## src/inc/vid_pkg.sv

```systemverilog
// Package: constants, layouts and types of the interrupt dispatch block
`default_nettype none
package vid_pkg;
  // Fixed low-memory locations (octal comments)
  localparam logic [15:0] VEC_POWER = 16'h0030;    // '60 power failure
  localparam logic [15:0] LOC_RTC = 16'h0031;      // '61 clock counter word
  localparam logic [15:0] VEC_EXT = 16'h0033;      // '63 standard external
  localparam logic [15:0] VEC_MISSING = 16'h0036;  // '66 missing memory
  localparam logic [15:0] VEC_PARITY = 16'h0037;   // '67 parity / check
  localparam logic [15:0] LOC_RESTART = 16'h0200;  // '1000 auto restart
  localparam logic [15:0] LOC_CHAN_LO = 16'h0020;  // '40 channel words start
  localparam logic [15:0] LOC_CHAN_HI = 16'h002f;  // '57 channel words end
  localparam logic [15:0] LOC_DEDIC_HI = 16'h003c; // '74 dedicated vectors end
  localparam logic [15:0] LOC_PERIPH_LO = 16'h0040; // '100 peripheral vectors
  localparam logic [15:0] LOC_PERIPH_HI = 16'h007f; // '177 peripheral end
  // Timing
  localparam int CLK_MHZ = 100;              // Processor clock rate
  localparam int PF_CLEAR_US = 1000;         // Power fail to system clear
  localparam int RTC_60HZ_US = 16600;        // Clock tick, 60 Hz mains
  localparam int RTC_50HZ_US = 20000;        // Clock tick, 50 Hz mains
  localparam int PF_CLEAR_CYC = PF_CLEAR_US * CLK_MHZ;
  localparam int RTC_60HZ_CYC = RTC_60HZ_US * CLK_MHZ;
  localparam int RTC_50HZ_CYC = RTC_50HZ_US * CLK_MHZ;
  // Register offsets
  localparam logic [3:0] REG_CTRL = 4'h0;    // Control
  localparam logic [3:0] REG_STATUS = 4'h4;  // Status, write 1 to bit 2 clears
  // Control fields
  localparam int CTRL_RTC_RUN = 0;
  localparam int CTRL_MAINS50 = 1;
  localparam int CTRL_MC_MODE = 2;
  localparam int CTRL_BATTERY = 3;
  localparam logic [3:0] CTRL_RESET = 4'h0;
  // Status fields
  localparam int ST_PERMIT = 0;
  localparam int ST_VECTORED = 1;
  localparam int ST_MC_FLAG = 2;
  localparam int ST_HALTED = 3;
  localparam int ST_SYSCLR = 4;
  localparam int ST_SYSKEY = 5;
  // Memory request carrier
  typedef struct packed {
    logic req;          // Cycle requested
    logic we;           // Write
    logic [15:0] addr;  // Absolute word address
    logic [15:0] wdata; // Write data
  } vid_mem_req_t;
  // Instruction decode strobes
  typedef struct packed {
    logic enable_external_interrupts;
    logic inhibit_external_interrupts;
    logic enter_vectored_mode;
    logic enter_standard_mode;
  } vid_ops_t;
  // Dispatch sequencer states
  typedef enum logic [6:0] {
    S_IDLE = 7'h01,
    S_VRD = 7'h02,
    S_PCWR = 7'h04,
    S_JUMP = 7'h08,
    S_HALT = 7'h10,
    S_RTCRD = 7'h20,
    S_RTCWR = 7'h40
  } vid_state_t;
endpackage : vid_pkg
`default_nettype wire
```

## src/hw/vid_dispatch.sv

```systemverilog
// Interrupt and trap dispatch with real-time clock counter
//
// Functional notes
// - Enable and inhibit set/clear external permit
// - Mode flag: vectored or standard dispatch
// - Standard mode jumps through word '63
// - Vectored mode uses controller supplied vector
// - Backplane position decides external priority
// - Zero vector word halts the processor
// - Vector word used as absolute address
// - Store PC at vector, resume after
// - Taking interrupt clears system-clear and permit keys
// - Nonexistent memory access raises missing-memory
// - Missing-memory uninhibitable, saves next PC
// - Missing-memory interrupt clears machine check flag
// - Memory read error raises parity condition
// - Internal or bus parity raises machine check
// - Power fail vectors '60, clear 1ms later
// - Battery restart at '1000 on power return
// - Clock increments word '61 each tick
// - Clock word reaching zero requests '63
// - Clock ignores permit, runs under I/O control
// - Compatible interrupt polls, inhibits further interrupts
// - Low words reserved for channels and vectors
// - Peripheral vectors '100-'177, normally '100+code
// - Internal always vectored, ignore external permit
// - Internal interrupts served before external
// - Supplied vector may be anywhere in 64K
//
// Added by the designer: the strobed register port and the address map.
`timescale 1ns/10ps
`default_nettype none
module vid_dispatch
  import vid_pkg::*;
#(
  parameter int PF_CYC = PF_CLEAR_CYC,   // Power fail to system clear
  parameter int RTC60_CYC = RTC_60HZ_CYC, // Clock tick at 60 Hz
  parameter int RTC50_CYC = RTC_50HZ_CYC  // Clock tick at 50 Hz
) (
  input wire logic mclk_i,               // Processor clock
  input wire logic reset_i,              // Synchronous reset
  input wire logic [3:0] reg_addr_i,     // Register address
  input wire logic [7:0] reg_wdata_i,    // Register write data
  input wire logic reg_wr_i,             // Register write strobe
  input wire logic reg_rd_i,             // Register read strobe
  output logic [7:0] reg_rdata_o,        // Register read data
  input wire vid_ops_t ops_i,            // Decoded instruction strobes
  input wire logic boundary_i,           // Instruction boundary
  input wire logic [15:0] pc_i,          // Next instruction address
  input wire logic missing_mem_i,        // Nonexistent location accessed
  input wire logic mem_parity_i,         // Parity error on memory read
  input wire logic xfer_parity_i,        // Parity error internal or bus
  output vid_mem_req_t mem_o,            // Memory request
  input wire logic mem_ack_i,            // Memory cycle done
  input wire logic [15:0] mem_rdata_i,   // Memory read data
  input wire logic ext_req_i,            // Backplane request pin
  input wire logic [15:0] ext_vec_i,     // Backplane vector pins
  output logic int_ack_o,                // Acknowledge to backplane chain
  input wire logic power_fail_i,         // Power monitor pin
  output logic busy_o,                   // Processor must stall
  output logic jump_o,                   // Load new PC pulse
  output logic [15:0] jump_pc_o,         // New PC value
  output logic halt_o,                   // Processor halted
  output logic sys_clear_o,              // Internal system clear
  output logic restart_o                 // Auto restart pulse
);
  // Elaboration check
  if (PF_CYC < 1 || RTC60_CYC < 1 || RTC50_CYC < 1) begin : g_chk
    $error("vid_dispatch: cycle counts must be at least one");
  end

  vid_state_t state_reg;        // Sequencer state
  logic [3:0] ctrl_reg;         // Control register
  logic permit_reg;             // Permit external interrupts key
  logic vectored_reg;           // External mode flag
  logic syskey_reg;             // System clear key
  logic mc_flag_reg;            // Machine check flag
  logic mm_pend_reg;            // Missing memory pending
  logic par_pend_reg;           // Parity interrupt pending
  logic pf_pend_reg;            // Power fail pending
  logic rtc_pend_reg;           // Clock overflow request
  logic rtc_due_reg;            // Clock tick to apply
  logic [15:0] vec_reg;         // Vector location in use
  logic [15:0] target_reg;      // Word read from vector
  logic [15:0] save_pc_reg;     // PC to deposit
  logic clr_mc_on_take_reg;     // Missing memory dispatch taken last cycle
  logic [1:0] req_s1, req_s2;   // Pin synchronisers: req, pf
  logic [15:0] vec_s1, vec_s2;  // Vector pin synchroniser
  logic pf_prev_reg;            // Previous power fail level
  logic [31:0] pf_cnt_reg;      // Power clear delay counter
  logic [31:0] rtc_cnt_reg;     // Clock tick counter
  logic take;                   // Dispatch starts this cycle
  logic take_int;               // An internal source wins
  logic take_ext;               // Backplane source wins
  logic take_rtc;               // Clock overflow source wins
  logic [15:0] take_vec;        // Chosen vector location
  logic rmc;                    // Software clears machine check
  logic [31:0] rtc_period;      // Current tick length

  // Two flip-flop synchronisers for pins
  always_ff @(posedge mclk_i) begin
    if (reset_i) begin
      req_s1 <= 2'h0;
      req_s2 <= 2'h0;
      vec_s1 <= 16'h0000;
      vec_s2 <= 16'h0000;
    end else begin
      req_s1 <= {power_fail_i, ext_req_i};
      req_s2 <= req_s1;
      vec_s1 <= ext_vec_i;
      vec_s2 <= vec_s1;
    end
  end

  // Dispatch selection
  always_comb begin
    take_int = 1'b0;
    take_ext = 1'b0;
    take_rtc = 1'b0;
    take_vec = VEC_EXT;
    if (state_reg == S_IDLE && boundary_i && !halt_o && !restart_o) begin
      // internal first, never gated by permit
      if (pf_pend_reg) begin
        take_int = 1'b1;
        take_vec = VEC_POWER;
      end else if (mm_pend_reg) begin
        take_int = 1'b1;
        take_vec = VEC_MISSING;
      end else if (par_pend_reg) begin
        take_int = 1'b1;
        take_vec = VEC_PARITY;
      end else if (permit_reg && rtc_pend_reg) begin
        take_rtc = 1'b1;
        take_vec = VEC_EXT;
      end else if (permit_reg && req_s2[0]) begin
        take_ext = 1'b1;
        // vectored mode uses pins; standard uses '63
        take_vec = vectored_reg ? vec_s2 : VEC_EXT;
      end
    end
  end
  assign take = take_int | take_ext | take_rtc;
  assign rmc = reg_wr_i && reg_addr_i == REG_STATUS && reg_wdata_i[ST_MC_FLAG];
  assign rtc_period = ctrl_reg[CTRL_MAINS50] ? 32'(RTC50_CYC) : 32'(RTC60_CYC);

  // Control register write
  always_ff @(posedge mclk_i) begin
    if (reset_i) begin
      ctrl_reg <= CTRL_RESET;
    end else if (reg_wr_i && reg_addr_i == REG_CTRL) begin
      // clock run bit under programmed I/O
      ctrl_reg <= reg_wdata_i[3:0];
    end
  end

  // Register read, data in the following cycle
  always_ff @(posedge mclk_i) begin
    if (reset_i) begin
      reg_rdata_o <= 8'h00;
    end else if (reg_rd_i) begin
      case (reg_addr_i)
        REG_CTRL: reg_rdata_o <= {4'h0, ctrl_reg};
        REG_STATUS: reg_rdata_o <= {2'h0, syskey_reg, sys_clear_o, halt_o,
                                    mc_flag_reg, vectored_reg, permit_reg};
        default: reg_rdata_o <= 8'h00;  // Unmapped reads zero
      endcase
    end else begin
      reg_rdata_o <= 8'h00;
    end
  end

  // Permit and mode keys
  always_ff @(posedge mclk_i) begin
    if (reset_i) begin
      permit_reg <= 1'b0;
      vectored_reg <= 1'b0;
      syskey_reg <= 1'b1;
    end else begin
      // any dispatch clears both keys; inhibits further
      if (take) begin
        permit_reg <= 1'b0;
        syskey_reg <= 1'b0;
      end else if (ops_i.enable_external_interrupts) begin
        permit_reg <= 1'b1;
      end else if (ops_i.inhibit_external_interrupts) begin
        permit_reg <= 1'b0;
      end
      if (ops_i.enter_vectored_mode) begin
        vectored_reg <= 1'b1;
      end else if (ops_i.enter_standard_mode) begin
        vectored_reg <= 1'b0;
      end
    end
  end

  // Internal pending conditions, set wins over clear
  always_ff @(posedge mclk_i) begin
    if (reset_i) begin
      mm_pend_reg <= 1'b0;
      par_pend_reg <= 1'b0;
      mc_flag_reg <= 1'b0;
      clr_mc_on_take_reg <= 1'b0;
    end else begin
      mm_pend_reg <= missing_mem_i | (mm_pend_reg & ~(take_int && take_vec == VEC_MISSING));
      // parity interrupts only in check mode
      par_pend_reg <= ((mem_parity_i | xfer_parity_i) & ctrl_reg[CTRL_MC_MODE])
                      | (par_pend_reg & ~(take_int && take_vec == VEC_PARITY));
      clr_mc_on_take_reg <= take_int && take_vec == VEC_MISSING;
      if (mem_parity_i || xfer_parity_i) begin
        mc_flag_reg <= 1'b1;
      end else if (rmc || clr_mc_on_take_reg) begin
        mc_flag_reg <= 1'b0;
      end
    end
  end

  // Power fail detection and delayed system clear
  always_ff @(posedge mclk_i) begin
    if (reset_i) begin
      pf_prev_reg <= 1'b0;
      pf_pend_reg <= 1'b0;
      pf_cnt_reg <= 32'h0;
      sys_clear_o <= 1'b0;
      restart_o <= 1'b0;
    end else begin
      pf_prev_reg <= req_s2[1];
      restart_o <= 1'b0;
      if (req_s2[1] && !pf_prev_reg) begin
        pf_pend_reg <= 1'b1;
        pf_cnt_reg <= 32'(PF_CYC);
      end else begin
        if (take_int && take_vec == VEC_POWER) begin
          pf_pend_reg <= 1'b0;
        end
        if (pf_cnt_reg != 32'h0) begin
          pf_cnt_reg <= pf_cnt_reg - 32'h1;
          if (pf_cnt_reg == 32'h1) begin
            sys_clear_o <= 1'b1;
          end
        end
      end
      // restart on power return with battery
      if (sys_clear_o && !req_s2[1]) begin
        sys_clear_o <= 1'b0;
        restart_o <= ctrl_reg[CTRL_BATTERY];
      end
    end
  end

  // Real-time clock tick timer
  always_ff @(posedge mclk_i) begin
    if (reset_i) begin
      rtc_cnt_reg <= 32'h0;
      rtc_due_reg <= 1'b0;
    end else begin
      // runs by control bit only, ignores permit
      if (!ctrl_reg[CTRL_RTC_RUN]) begin
        rtc_cnt_reg <= 32'h0;
      end else if (rtc_cnt_reg >= rtc_period - 32'h1) begin
        rtc_cnt_reg <= 32'h0;
      end else begin
        rtc_cnt_reg <= rtc_cnt_reg + 32'h1;
      end
      // tick due, consumed by the memory update
      if (ctrl_reg[CTRL_RTC_RUN] && rtc_cnt_reg >= rtc_period - 32'h1) begin
        rtc_due_reg <= 1'b1;
      end else if (state_reg == S_RTCWR && mem_ack_i) begin
        rtc_due_reg <= 1'b0;
      end
    end
  end

  // Dispatch and clock update sequencer
  always_ff @(posedge mclk_i) begin
    if (reset_i) begin
      state_reg <= S_IDLE;
      vec_reg <= 16'h0000;
      target_reg <= 16'h0000;
      save_pc_reg <= 16'h0000;
      rtc_pend_reg <= 1'b0;
      mem_o <= '0;
      jump_o <= 1'b0;
      jump_pc_o <= 16'h0000;
      halt_o <= 1'b0;
      int_ack_o <= 1'b0;
    end else begin
      jump_o <= 1'b0;
      int_ack_o <= 1'b0;
      if (restart_o) begin
        halt_o <= 1'b0;
        jump_o <= 1'b1;
        jump_pc_o <= LOC_RESTART;
        state_reg <= S_IDLE;
      end else begin
        case (state_reg)
          S_IDLE: begin
            if (take) begin
              vec_reg <= take_vec;
              save_pc_reg <= pc_i;
              int_ack_o <= take_ext;
              if (take_rtc) begin
                rtc_pend_reg <= 1'b0;
              end
              mem_o <= '{req: 1'b1, we: 1'b0, addr: take_vec, wdata: 16'h0000};
              state_reg <= S_VRD;
            end else if (rtc_due_reg && !halt_o) begin
              mem_o <= '{req: 1'b1, we: 1'b0, addr: LOC_RTC, wdata: 16'h0000};
              state_reg <= S_RTCRD;
            end
          end
          S_VRD: begin
            if (mem_ack_i) begin
              target_reg <= mem_rdata_i;
              if (mem_rdata_i == 16'h0000) begin
                mem_o <= '0;
                halt_o <= 1'b1;
                state_reg <= S_HALT;
              end else begin
                // deposit PC at the vector target
                mem_o <= '{req: 1'b1, we: 1'b1, addr: mem_rdata_i, wdata: save_pc_reg};
                state_reg <= S_PCWR;
              end
            end
          end
          S_PCWR: begin
            if (mem_ack_i) begin
              mem_o <= '0;
              state_reg <= S_JUMP;
            end
          end
          S_JUMP: begin
            jump_o <= 1'b1;
            jump_pc_o <= target_reg + 16'h0001;
            state_reg <= S_IDLE;
          end
          S_HALT: begin
            halt_o <= 1'b1;
          end
          S_RTCRD: begin
            if (mem_ack_i) begin
              mem_o <= '{req: 1'b1, we: 1'b1, addr: LOC_RTC,
                         wdata: mem_rdata_i + 16'h0001};
              state_reg <= S_RTCWR;
            end
          end
          S_RTCWR: begin
            if (mem_ack_i) begin
              // wrap to zero requests external interrupt
              if (mem_o.wdata == 16'h0000) begin
                rtc_pend_reg <= 1'b1;
              end
              mem_o <= '0;
              state_reg <= S_IDLE;
            end
          end
          default: begin
            mem_o <= '0;
            state_reg <= S_IDLE;
          end
        endcase
      end
    end
  end

  // Processor stalls while the sequencer owns memory
  assign busy_o = (state_reg != S_IDLE) | take;
endmodule : vid_dispatch
`default_nettype wire

```

## config.mk

```make
export PLATFORM = sky130hd
export DESIGN_NAME = vid_dispatch
export DESIGN_NICKNAME = d
export VERILOG_FILES = /design/src/inc/vid_pkg.sv /design/src/hw/vid_dispatch.sv
export SDC_FILE = /design/constraint.sdc
export NUM_CORES = 1
export LEC_CHECK = 0
export BUFFER_PORTS_ARGS = -buffer_cell sky130_fd_sc_hd__clkbuf_2
export CAP_MARGIN = 10
export CORE_MARGIN = 10
export CORE_UTILIZATION = 49
export CTS_BUF_LIST = sky130_fd_sc_hd__clkbuf_4 sky130_fd_sc_hd__clkbuf_8
export DETAILED_ROUTE_END_ITERATION = 10
export PLACE_DENSITY = 0.72
export REMOVE_ABC_BUFFERS = 1
export SLEW_MARGIN = 20
export SYNTH_ARGS = -nofsm -noshare
export SYNTH_HDL_FRONTEND = slang
export SYNTH_SLANG_ARGS = --single-unit
```

## constraint.sdc

```tcl
create_clock -name mclk_i -period 7.6 [get_ports mclk_i]
set_input_delay 0.76 -clock mclk_i [delete_from_list [all_inputs] [get_ports mclk_i]]
set_output_delay 0.76 -clock mclk_i [all_outputs]
set_load 0.005 [all_outputs]
```

==> summary.md, run 1 <==
| Metric | Value |
|---|---|
| Status | complete, no violations |
| Vias in the first global route | around 7k |
| WP data required | between 8 and 9 ns |
| Clock Sinks | 215 |
| Die area | roughly 24000 sq um |
| Leading post-synthesis cells by cell area | dfxtp_1, nor2_1, xor2_1 |
| TritonCTS clock tree | done |
| Final setup viols | 0 |
| Switching part of the total | 33.9% |
| Die span in y | about 150 um |
| Synthesized cell area | around 8800 sq um |
| Root Driver | clkbuf_8 |
| Num rows | between 40 and 50 |
| Hold depth | 1 |
| Crit start category | register |
| R2R depth | 7 |
| Crit path time final | slightly below 3 ns |
| Total design power | 0.00329 W |
| Gate power share | approximately 28% |
| Max FFs per register | 34 |
| Internal power | about 0.0022 W |
| TNS Setup | 0 ns |
| Reg2reg start | state_reg[1]$_SDFFE_PP0P_ |
| I/O Buffers | around 130 |
| Critical path class | register to register |
| Final hold violation count | 0 |
| Num ports | 139 |
| Most frequent cells after synthesis | dfxtp_1, nor2_1, nand2_1 |
| Leading area contributor after synthesis | dfxtp_1 |
| Slew HR | between 20% and 30% |
| DR vias | 7152 |
| Initial antenna violation count | 0 |
| Peak VDD IR | between 0.2 and 0.25 mV |
| Yosys top cell area share | about half |
| Period utilization | a little under two fifths |
| Least-Margin Pin Slew | approximately 1.1 ns |
| Max Root-Sink Buffers | 3 |
| Clock Skew | 0.0196 ns |
| Antenna fix cells | 0 |
| Asr flop ratio synth | 0% |
| Setup slack, reg-to-reg | 4.70 ns |
| Detailed Place HPWL | 15100 um |
| Gr ovfl total | 0 |
| Worst Hold Path EP | vec_s2[6]$_SDFF_PP0_ |
| Global-route wire length before repair | 34900 um |
| Post-CTS Setup Bufs | 0 |
| Clock-pin slew on the worst setup and hold paths | 0.06 ns |
| Cell variety after synth | 61 |
| Crit Path Max Fanout | 32 |
| Initial Utilization | between 40% and 50% |
| P&R area growth vs syn | 17.3% |
| Clock power frac | roughly 31% |
| GPL Wtd Cong | between 0.8 and 0.9 |
| Tightest Hold Check Type | register to register |
| Max-cap violations | 0 |
| Detailed Route Iter0 Violations | roughly 530 |
| Most numerous cell in the Yosys netlist | dfxtp_1 |
| Psw | ~0.0011 W |
| Synthesis-stage register bit count | 215 |
| Core area | around 18000 sq um |
| Min-delay src | vec_s1[6]$_SDFF_PP0_ |
| Hold Slack | ~0.43 ns |
| Pwr/cell area | 318 nW/um^2 |
| Syn_area_per_cell | 9.15 sq um |
| Synth warn | 0 |
| CTS Hold Bufs | 0 |
| Seq/Total Area, Yosys | approximately half |
| Ys flop type | dfxtp_1 |
| Post-route ant nets | 0 |
| Pre-CTS setup slack | 4.62 ns |
| Cell Area, Placed | around 9600 sq um |
| DIE WIDTH | ~150 um |
| Post-cts sizing count | 0 |
| RSZ-0062 raised after global routing | false |
| # DRC | 0 |
| Leakage | 4.06 nW |
| Final WS setup | ~4.7 ns |
| Gr usage total | about 17% |
| Layout cells sized above 1 | 19.4% |
| Worst R2R End | mem_o[27]$_SDFFE_PP0P_ |
| Final nets | between 1k and 1.5k |
| Crit path DAT | between 3 and 4 ns |
| Largest net degree at the start of global routing | 55 |
| Mapped Cells | slightly below 1k |
| First drt pass iteration count | 5 |
| Clock Latency Late Sink | between 0.5 and 0.6 ns |
| CTS buffer count | 36 |
| Crit path capture type | register |
| Final Instance Area | around 10000 sq um |
| Sequential share of power | about two fifths |
| # H-tree levels | 2 |
| Final WL | 21400 um |
| WL/cell | between 15 and 20 um |
| Final slew viol count | 0 |
| Post-synth EDFFs | 0 |
| Routed vias/inst | around 5.3 |
| Fmax | 345 MHz |
## through the flow
stage          std cells  util (%)
2_1_floorplan        918         -
6_report            1346      58.1
4_1_cts             1346      58.1
3_5_place_dp        1286      54.1
5_1_grt             1346      58.1
3_3_place_gp        1286      54.1
## cell usage in the layout (no fill, tap or decap), types with 29 or more instances in the layout
cell       instances
clkbuf_2         131
nor2_1           125
nand2_1           72
xnor2_1           34
nand3_1           29
dfxtp_1          215
clkbuf_8          44
a21oi_1           53
xor2_1            42
a22oi_1           33
nor2b_1           43
o2bb2ai_1         32
## power by group through the flow
stage	combinational [W]	sequential, W	clock [W]
final	0.000922	0.00135	0.00103
after global routing	0.00103	0.00136	0.00110
after CTS	0.000921	0.00135	0.00105
after detailed placement	0.000913	0.00137	0
after global placement	0.000900	0.00136	0
after floorplan	0.000676	0.00135	0
## worst max-delay path by stage
| stage | endpoint | startpoint | slack, ns |
|---|---|---|---|
| after floorplan | mem_o[0]$_SDFFE_PP0P_ | state_reg[4]$_SDFFE_PP0P_ | 2.61 |
| after global placement | pf_cnt_reg[23]$_SDFFE_PP0P_ | reset_i | 4.68 |
| final | mem_o[27]$_SDFFE_PP0P_ | state_reg[1]$_SDFFE_PP0P_ | 4.70 |
| after global routing | rtc_cnt_reg[9]$_SDFF_PP0_ | ctrl_reg[1]$_SDFFE_PP0P_ | 4.44 |
| after CTS | rtc_cnt_reg[14]$_SDFF_PP0_ | ctrl_reg[1]$_SDFFE_PP0P_ | 4.65 |
| after detailed placement | pf_cnt_reg[28]$_SDFFE_PP0P_ | reset_i | 4.62 |
## worst max-delay path, cell delays in order (launching register included)
cell and delay [ns]:
dfxtp_1 0.37, or4_1 0.66, nor4b_4 0.94, a21oi_1 0.14
nor2_1 0.15, nand2_1 0.06, buf_4 0.27, o2bb2ai_1 0.19
## area by class of cell
| class | instances | area (sq um) |
|---|---|---|
| clock buffers | 56 | 696 |
| clock inverters | 4 | 23.8 |
| fillers | 1619 | 7470 |
| inverters | 16 | 60.1 |
| multi-input cells | 687 | 4280 |
| flip-flops and latches | 215 | 4300 |
| well taps | 229 | 287 |
| repair buffers | 139 | 716 |
## metal layers
layer	wire, um	global-route usage, %	part of all wire [%]
met5	0	0	0
met4	595	6.75	2.8
met1	9440	21.1	44
met2	9930	27.9	46
met3	1480	5.38	6.9
## logic make-up (layout without fill, tap and decap cells)
logic type / count (synthesis) / after routing / share of synthesized area, %
muxes: 16 / 16 / 1.81
xor gates and xnor gates: 76 / 76 / 7.53
other: 1 / 12 / 0.0424
DFF: 215 / 215 / 48.7
buffers and inverters: 75 / 215 / 3.47
and+or+nand+nor: 395 / 395 / 23.1
AOI/OAI and AO/OA: 175 / 175 / 13.5
adders and majority gates: 13 / 13 / 1.84
No activity file was read; power rests on OpenSTA's default activity.
==> inputs of run 2 (changes only) <==
--- a/config.mk
+++ b/config.mk
@@ -5,13 +5,14 @@
 export SDC_FILE = /design/constraint.sdc
 export NUM_CORES = 1
 export LEC_CHECK = 0
+export ABC_AREA = 1
 export BUFFER_PORTS_ARGS = -buffer_cell sky130_fd_sc_hd__clkbuf_2
 export CAP_MARGIN = 10
 export CORE_MARGIN = 10
 export CORE_UTILIZATION = 49
 export CTS_BUF_LIST = sky130_fd_sc_hd__clkbuf_4 sky130_fd_sc_hd__clkbuf_8
 export DETAILED_ROUTE_END_ITERATION = 10
-export PLACE_DENSITY = 0.72
+export PLACE_DENSITY = 0.74
 export REMOVE_ABC_BUFFERS = 1
 export SLEW_MARGIN = 20
 export SYNTH_ARGS = -nofsm -noshare
==> constraint.sdc (replaced) <==
create_clock -name mclk_i -period 2.34 [get_ports mclk_i]
set_input_delay 0.234 -clock mclk_i [delete_from_list [all_inputs] [get_ports mclk_i]]
set_output_delay 0.234 -clock mclk_i [all_outputs]
set_load 0.005 [all_outputs]
==> run 2 against run 1 <==
Die area is 9.0% higher. Area after synthesis increased by 10%. Final cell count increased by 39%. Global-route usage rose by 3.3 points. Clock skew rose by 0.023 ns. Non-clock buffer count is 67 higher. Power rose to 4.0 times the previous value. Clock power grew to 3.6 times the previous value. Setup slack lost 4.6 ns. Critical path depth increased by 1. Critical path type is now register to primary output. Largest power group is now combinational logic.
==> summary.md, run 2 <==
| Metric | Value |
|---|---|
| Ys flop type | dfxtp_1 (unchanged) |
| Crit path DAT | 1.98 ns (was 3.32 ns) |
| Leading area contributor after synthesis | dfxtp_1 (unchanged) |
| Most numerous cell in the Yosys netlist | nand2_1 (was dfxtp_1) |
| Post-synth EDFFs | 0 (unchanged) |
| Pwr/cell area | 1100 nW/um^2 (was 318 nW/um^2) |
| Final slew viol count | 0 (unchanged) |
| Detailed Route Iter0 Violations | 607 (was 531) |
| Syn_area_per_cell | 7.11 sq um (was 9.15 sq um) |
| Status | complete, no violations (unchanged) |
| # fillers | 1827 (was 1619) |
| Crit path time final | 2.22 ns |
| Seq/Total Area, Yosys | 44.1% (was 48.7%) |
| Post-route ant nets | 0 (unchanged) |
| TritonCTS clock tree | done (unchanged) |
| Area of the multi-input gates | 4660 sq um (was 4280 sq um) |
| Detailed Place HPWL | 20200 um (was 15100 um) |
| Clock-pin slew on the worst setup and hold paths | 0.06 ns (about the same) |
| TNS Setup | 0 ns (unchanged) |
| Tightest Hold Check Type | input port to register (was register to register) |
| P&R area growth vs syn | 23.6% (was 17.3%) |
| Final core utilization | 61.8% (was 58.1%) |
| Most frequent cells in the layout | nand2_1, nor2_1, dfxtp_1, inv_1, clkbuf_2 (was dfxtp_1, clkbuf_2, nor2_1, nand2_1, a21oi_1) |
| Crit. Startpoint | halt_o$_SDFFE_PP0P_ (was state_reg[1]$_SDFFE_PP0P_) |
| Reg2reg start | rtc_cnt_reg[0]$_SDFF_PP0_ (was state_reg[1]$_SDFFE_PP0P_) |
| Final hold violation count | 0 (unchanged) |
| Asr flop ratio synth | 0% (unchanged) |
| Least-Margin Pin Slew | 0.613 ns (was 1.09 ns) |
| Final setup viols | 0 (unchanged) |
| Max Root-Sink Buffers | 3 (unchanged) |
| Initial Utilization | 50.0% (was 49.6%) |
| First drt pass iteration count | 6 (was 5) |
| Largest net degree at the start of global routing | 44 (was 55) |
| Clock Skew | 0.0423 ns (was 0.0196 ns) |
| Layout cells sized above 1 | 16.6% (was 19.4%) |
| Initial antenna violation count | 1 (was 0) |
| Synthesis-stage register bit count | 215 (unchanged) |
| GPL Wtd Cong | 0.902 (was 0.835) |
| # DRC | 0 (unchanged) |
| Root Driver | clkbuf_8 (unchanged) |
| Crit Path Max Fanout | 9 (was 32) |
| Antenna fix cells | 0 (unchanged) |
| Peak VDD IR | 0.871 mV (was 0.214 mV) |
| Clock Sinks | 215 (unchanged) |
| Critical path class | register to primary output (was register to register) |
| CTS buffer count | 37 (was 36) |
| Die area | 26000 sq um (was 23800 sq um) |
| DIE WIDTH | 161 um (was 154 um) |
| Final nets | 1671 (was 1183) |
| Crit start category | register (unchanged) |
| RSZ-0062 raised after global routing | false (unchanged) |
| WP data required | 2.11 ns (was 8.03 ns) |
| Yosys top cell area share | 44.1% (was 48.7%) |
| Min-delay src | pc_i[1] (was vec_s1[6]$_SDFF_PP0_) |
| Core area | 19500 sq um (was 17800 sq um) |
| Leading post-synthesis cells by cell area | dfxtp_1, nand2_1, nor2_1 (was dfxtp_1, nor2_1, xor2_1) |
| Gr ovfl total | 0 (unchanged) |
| Cell variety after synth | 43 (was 61) |
| Fmax | roughly 450 MHz |
| Routed vias/inst | 5.15 (was 5.31) |
| Global-route wire length before repair | 45200 um (was 34900 um) |
| Final WL | 27900 um (was 21400 um) |
| Leakage | 5.29 nW (was 4.06 nW) |
| I/O Buffers | 132 (unchanged) |
| # H-tree levels | 2 (unchanged) |
| Vias in the first global route | 9255 (was 6953) |
| WL/cell | 14.9 um (was 15.9 um) |
| Slew HR | 58.8% (was 27.2%) |
| Num rows | 51 (was 49) |
| Synth warn | 0 (unchanged) |
| Clock Latency Late Sink | 0.55 ns (was 0.52 ns) |
| Period utilization | around 95% |
| Num ports | 139 (unchanged) |
| Crit path capture type | primary output (was register) |
| Most frequent cells after synthesis | nand2_1, nor2_1, dfxtp_1 (was dfxtp_1, nor2_1, nand2_1) |
| Synthesized cell area | 9760 sq um (was 8840 sq um) |
| Storage cell area | 4300 sq um (unchanged) |
| Gr usage total | 20.6% (was 17.3%) |
| Die span in y | 161 um (was 154 um) |
| Most common cell after layout, fill and taps aside | nand2_1 (was dfxtp_1) |
| Max FFs per register | 34 (unchanged) |
| DR vias | 9661 (was 7152) |
| Max-cap violations | 0 (unchanged) |
| Mapped Cells | 1373 (was 966) |
[run 2: worst max-delay path: stages (launching register included)]
cell	delay, ns
dfxtp_1	0.42
inv_1	0.08
nand3_1	0.13
inv_1	0.13
o211ai_1	0.20
nand2_4	0.17
nor2_2	0.19
inv_1	0.05
clkbuf_2	0.11
[run 2: per-stage QoR]
stage / cells / total power [W] / worst slack (ns) / area [sq um] / hold WS, ns
global placement: 1763 / 0.00936 / -0.0959 / 10800 / 0.391
CTS: 1877 / 0.0133 / 0.0215 / 12100 / 0.000753
finish: 1877 / 0.0132 / 0.124 / 12100 / 0.0157
floorplan: 1338 / 0.00801 / 0.315 / 9570 / 0.303
global route: 1877 / 0.0142 / 0.0169 / 12100 / 0.0544
detailed placement: 1763 / 0.00945 / -0.253 / 10800 / 0.393
[run 2: area by class of cell]
cell class,instances,share of cell area (%)
inverters,165,5.13
multi-input cells,958,38.7
repair buffers,206,11.0
well taps,265,2.75
clock buffers,56,6.08
flip-flops and latches,215,35.7
clock inverters,12,0.747
[run 2: timing repair]
action / 4_1_cts / 5_1_grt
hold endpoints to repair: 41 / 0
cloned: 0 / 0
pin swaps: 2 / 0
endpoints found under the setup margin: 41 / 3
resized for setup: 1 / 3
hold buffers: 43 / 0
setup buffers: 3 / 0
[run 2: layer usage]
metal,track usage [%],part of all wire (%)
met1,25.9,44
met3,4.91,7.6
met4,6.58,2.2
met2,34.1,46
met5,0,0.061
[run 2: cells by family (layout without fill, tap and decap cells)]
kind of cell	after synthesis	in the layout	synth area share [%]
AND/OR/NAND/NOR	681	681	30.7
AO/OA/AOI/OAI	217	217	11.6
flip-flops	215	215	44.1
buffers and inverters	211	439	8.71
XOR/XNOR	35	35	3.14
adder cells (fa/ha/maj)	13	13	1.67
other	1	12	0.0384
[run 2: power by group]
group	leakage, nW	internal (W)	total (W)	switching (W)
clock	0.437	0.00212	0.00367	0.00155
combinational	3.10	0.00168	0.00503	0.00336
sequential	1.75	0.00415	0.00454	0.000389
[run 2: worst paths after layout]
| kind | to | slack, ns | depth (start not counted) |
|---|---|---|---|
| setup / recovery | busy_o | 0.12 | 8 |
| hold / removal | save_pc_reg[1]$_SDFFE_PP0P_ | 0.02 | 3 |
| setup reg to reg | rtc_cnt_reg[11]$_SDFF_PP0_ | 0.27 | 11 |
| hold reg to reg | vec_s2[0]$_SDFF_PP0_ | 0.40 | 2 |
==> inputs of run 3 (changes only) <==
--- a/config.mk
+++ b/config.mk
@@ -9,10 +9,10 @@
 export BUFFER_PORTS_ARGS = -buffer_cell sky130_fd_sc_hd__clkbuf_2
 export CAP_MARGIN = 10
 export CORE_MARGIN = 10
-export CORE_UTILIZATION = 49
+export CORE_UTILIZATION = 55
 export CTS_BUF_LIST = sky130_fd_sc_hd__clkbuf_4 sky130_fd_sc_hd__clkbuf_8
 export DETAILED_ROUTE_END_ITERATION = 10
-export PLACE_DENSITY = 0.74
+export PLACE_DENSITY = 0.78
 export REMOVE_ABC_BUFFERS = 1
 export SLEW_MARGIN = 20
 export SYNTH_ARGS = -nofsm -noshare
==> constraint.sdc (replaced) <==
create_clock -name mclk_i -period 2.25 [get_ports mclk_i]
set_input_delay 0.225 -clock mclk_i [delete_from_list [all_inputs] [get_ports mclk_i]]
set_output_delay 0.225 -clock mclk_i [all_outputs]
set_load 0.005 [all_outputs]
==> run 3 against run 2 <==
Die area is 9.6% lower. Register-to-register slack lost 0.09 ns. Core utilization grew 6.5 points. Clock power decreased by 7.1%. Highest routed layer is now met4.
==> summary.md, run 3 (synthesis gave the netlist of run 2 again) <==
| Metric | Value |
|---|---|
| Antenna fix cells | 0 (unchanged) |
| Slew HR | 57.2% (was 58.8%) |
| Crit Path Max Fanout | 5 (was 9) |
| # H-tree levels | 2 (unchanged) |
| RSZ-0062 raised after global routing | false (unchanged) |
| Max FFs per register | 34 (unchanged) |
| I/O Buffers | 132 (unchanged) |
| Initial antenna violation count | 0 (was 1) |
| CTS buffer count | 36 (was 37) |
| Gr ovfl total | 0 (unchanged) |
| Worst setup path end | busy_o (unchanged) |
| Layout cells sized above 1 | 16.1% (was 16.6%) |
| Fmax | roughly 480 MHz |
| Setup slack, reg-to-reg | 0.18 ns (was 0.27 ns) |
| Detailed Place HPWL | 19600 um (was 20200 um) |
| Pwr/cell area | 1130 nW/um^2 (was 1100 nW/um^2) |
| WP data required | 2.03 ns (was 2.11 ns) |
| Gr usage total | 22.4% (was 20.6%) |
| Tightest Hold Check Type | input port to register (unchanged) |
| Final hold violation count | 0 (unchanged) |
| Pre-CTS setup slack | 0.0527 ns (was -0.253 ns) |
| Final setup viols | 0 (unchanged) |
| CP top delay family | simple AND/OR/NAND/NOR gates (unchanged) |
| TritonCTS clock tree | done (unchanged) |
| Crit. Startpoint | restart_o$_SDFF_PP0_ (was halt_o$_SDFFE_PP0P_) |
| Num ports | 139 (unchanged) |
| Most common cell on crit path | inv_1 (unchanged) |
| Reg2reg start | ctrl_reg[1]$_SDFFE_PP0P_ (was rtc_cnt_reg[0]$_SDFF_PP0_) |
| Num rows | 48 (was 51) |
| Final nets | 1668 (was 1671) |
| Peak VDD IR | 0.962 mV (was 0.871 mV) |
| Detailed Route Iter0 Violations | 624 (was 607) |
| Vias in the first global route | 9206 (was 9255) |
| Max-cap violations | 0 (unchanged) |
| CP Buf/Inv Count | 4 (unchanged) |
| Stages on worst setup path | 8 (unchanged) |
| # DRC | 0 (unchanged) |
| Routed vias/inst | 5.26 (was 5.15) |
| Core area | 17400 sq um (was 19500 sq um) |
| Clock Sinks | 215 (unchanged) |
| P&R area growth vs syn | 21.5% (was 23.6%) |
| DR vias | 9592 (was 9661) |
| TNS Setup | 0 ns (unchanged) |
| Global-route wire length before repair | 44800 um (was 45200 um) |
| Hold depth | 3 (unchanged) |
| DIE WIDTH | 153 um (was 161 um) |
| Most common cell after layout, fill and taps aside | nand2_1 (unchanged) |
| # fillers | 1513 (was 1827) |
| Worst-path cell chain | inv_1 -> nand3_1 -> inv_2 -> nand4_1 -> nand2_2 -> nor2_2 -> inv_1 -> clkbuf_2 (was inv_1 -> nand3_1 -> inv_1 -> o211ai_1 -> nand2_4 -> nor2_2 -> inv_1 -> clkbuf_2) |
| WL/cell | 15.1 um (was 14.9 um) |
| Die area | 23500 sq um (was 26000 sq um) |
| Clock-pin slew on the worst setup and hold paths | 0.06 ns (about the same) |
| Max Root-Sink Buffers | 3 (unchanged) |
| Most frequent cells in the layout | nand2_1, nor2_1, dfxtp_1, inv_1, clkbuf_2 (unchanged) |
| GPL Wtd Cong | 1.01 (was 0.902) |
| Clock Latency Late Sink | 0.52 ns (was 0.55 ns) |
| CP max-delay cell | dfxtp_1 (unchanged) |
| Leakage | 5.22 nW (was 5.29 nW) |
| Final WL | 27500 um (was 27900 um) |
| Crit path largest cell delay | 0.32 ns (was 0.42 ns) |
| Worst R2R End | rtc_cnt_reg[11]$_SDFF_PP0_ (unchanged) |
| Least-Margin Pin Slew | 0.636 ns (was 0.613 ns) |
| Crit path DAT | 1.87 ns (was 1.98 ns) |
| Min-delay src | pc_i[10] (was pc_i[1]) |
| Critical path class | register to primary output (unchanged) |
| Final WS setup | 0.158 ns (was 0.124 ns) |
| Clock Skew | 0.00932 ns (was 0.0423 ns) |
| Initial Utilization | 56.3% (was 50.0%) |
| Crit start category | register (unchanged) |
| Final slew viol count | 0 (unchanged) |
| Status | complete, no violations (unchanged) |
| R2R depth | 8 (was 11) |
| Post-route ant nets | 0 (unchanged) |
| Crit path time final | roughly 2.1 ns |
| Largest net degree at the start of global routing | 58 (was 44) |
| Die span in y | 153 um (was 161 um) |
| Root Driver | clkbuf_8 (unchanged) |
| First drt pass iteration count | 5 (was 6) |
| Crit path capture type | primary output (unchanged) |
| Period utilization | a little over 90% |
## run 3: cell types whose count changed in the layout (fill, tap and decap cells not counted), moves of 2 or more
| cell | previous run | this run |
|---|---|---|
| clkbuf_8 | 50 | 41 |
| dlygate4sd3_1 | 43 | 40 |
| clkbuf_4 | 6 | 8 |
| clkinv_2 | 9 | 7 |
| clkinvlp_4 | 2 | 0 |
## run 3: layout make-up
type	count	area [sq um]	area share, %
Clock buffer	49	624	5.26
Clock inverter	8	65.1	0.548
Timing Repair Buffer	204	1310	11.1
Sequential cell	215	4300	36.3
Tap cell	225	282	2.37
Multi-Input combinational cell	958	4650	39.2
Inverter	165	619	5.22
## run 3: worst reg2reg max path, cell delays in order, from the launching register on
cell	delay (ns)
dfxtp_1	0.42
inv_1	0.17
ha_1	0.34
a21oi_1	0.14
o21ai_0	0.09
a211oi_1	0.33
nand3_1	0.18
buf_12	0.19
nor3_1	0.14
## run 3: repair_timing
item / 4_1_cts / 5_1_grt
hold buffers: 40 / 0
endpoints found under the setup margin: 1 / 40
pin swaps: 1 / 1
setup buffers: 2 / 2
hold endpoints to repair: 37 / 0
resized for setup: 0 / 3
## run 3: where the power goes
part	switching (W)	internal, W
clock network	0.00151	0.00190
logic	0.00349	0.00175
registers	0.000414	0.00432
## run 3: routing by layer
layer	vias up	wire (um)	global-route usage (%)
li1	4844	-	-
met1	4373	11900	27.3
met2	312	12900	37.7
met3	63	2020	5.56
met4	0	717	7.49
met5	-	0	0
## run 3: how the worst min path moves through the flow
stage,slack [ns],end
final,0.01,save_pc_reg[10]$_SDFFE_PP0P_
after global routing,0.03,save_pc_reg[9]$_SDFFE_PP0P_
after CTS,0.002,save_pc_reg[10]$_SDFFE_PP0P_
after detailed placement,0.40,vec_s2[15]$_SDFF_PP0_
after global placement,0.39,req_s2[1]$_SDFF_PP0_
after floorplan,0.29,ctrl_reg[2]$_SDFFE_PP0P_
## run 3: metrics by stage
step | utilization [%] | cells | power (W) | hold WS (ns) | cell area (sq um)
floorplan | - | 1338 | 0.00833 | 0.294 | 9570
CTS | 68.2 | 1822 | 0.0133 | 0.00237 | 11800
global route | 68.3 | 1824 | 0.0143 | 0.0262 | 11900
detailed placement | 61.9 | 1723 | 0.00979 | 0.397 | 10700
finish | 68.3 | 1824 | 0.0134 | 0.0148 | 11900
global placement | 61.9 | 1723 | 0.00973 | 0.389 | 10700
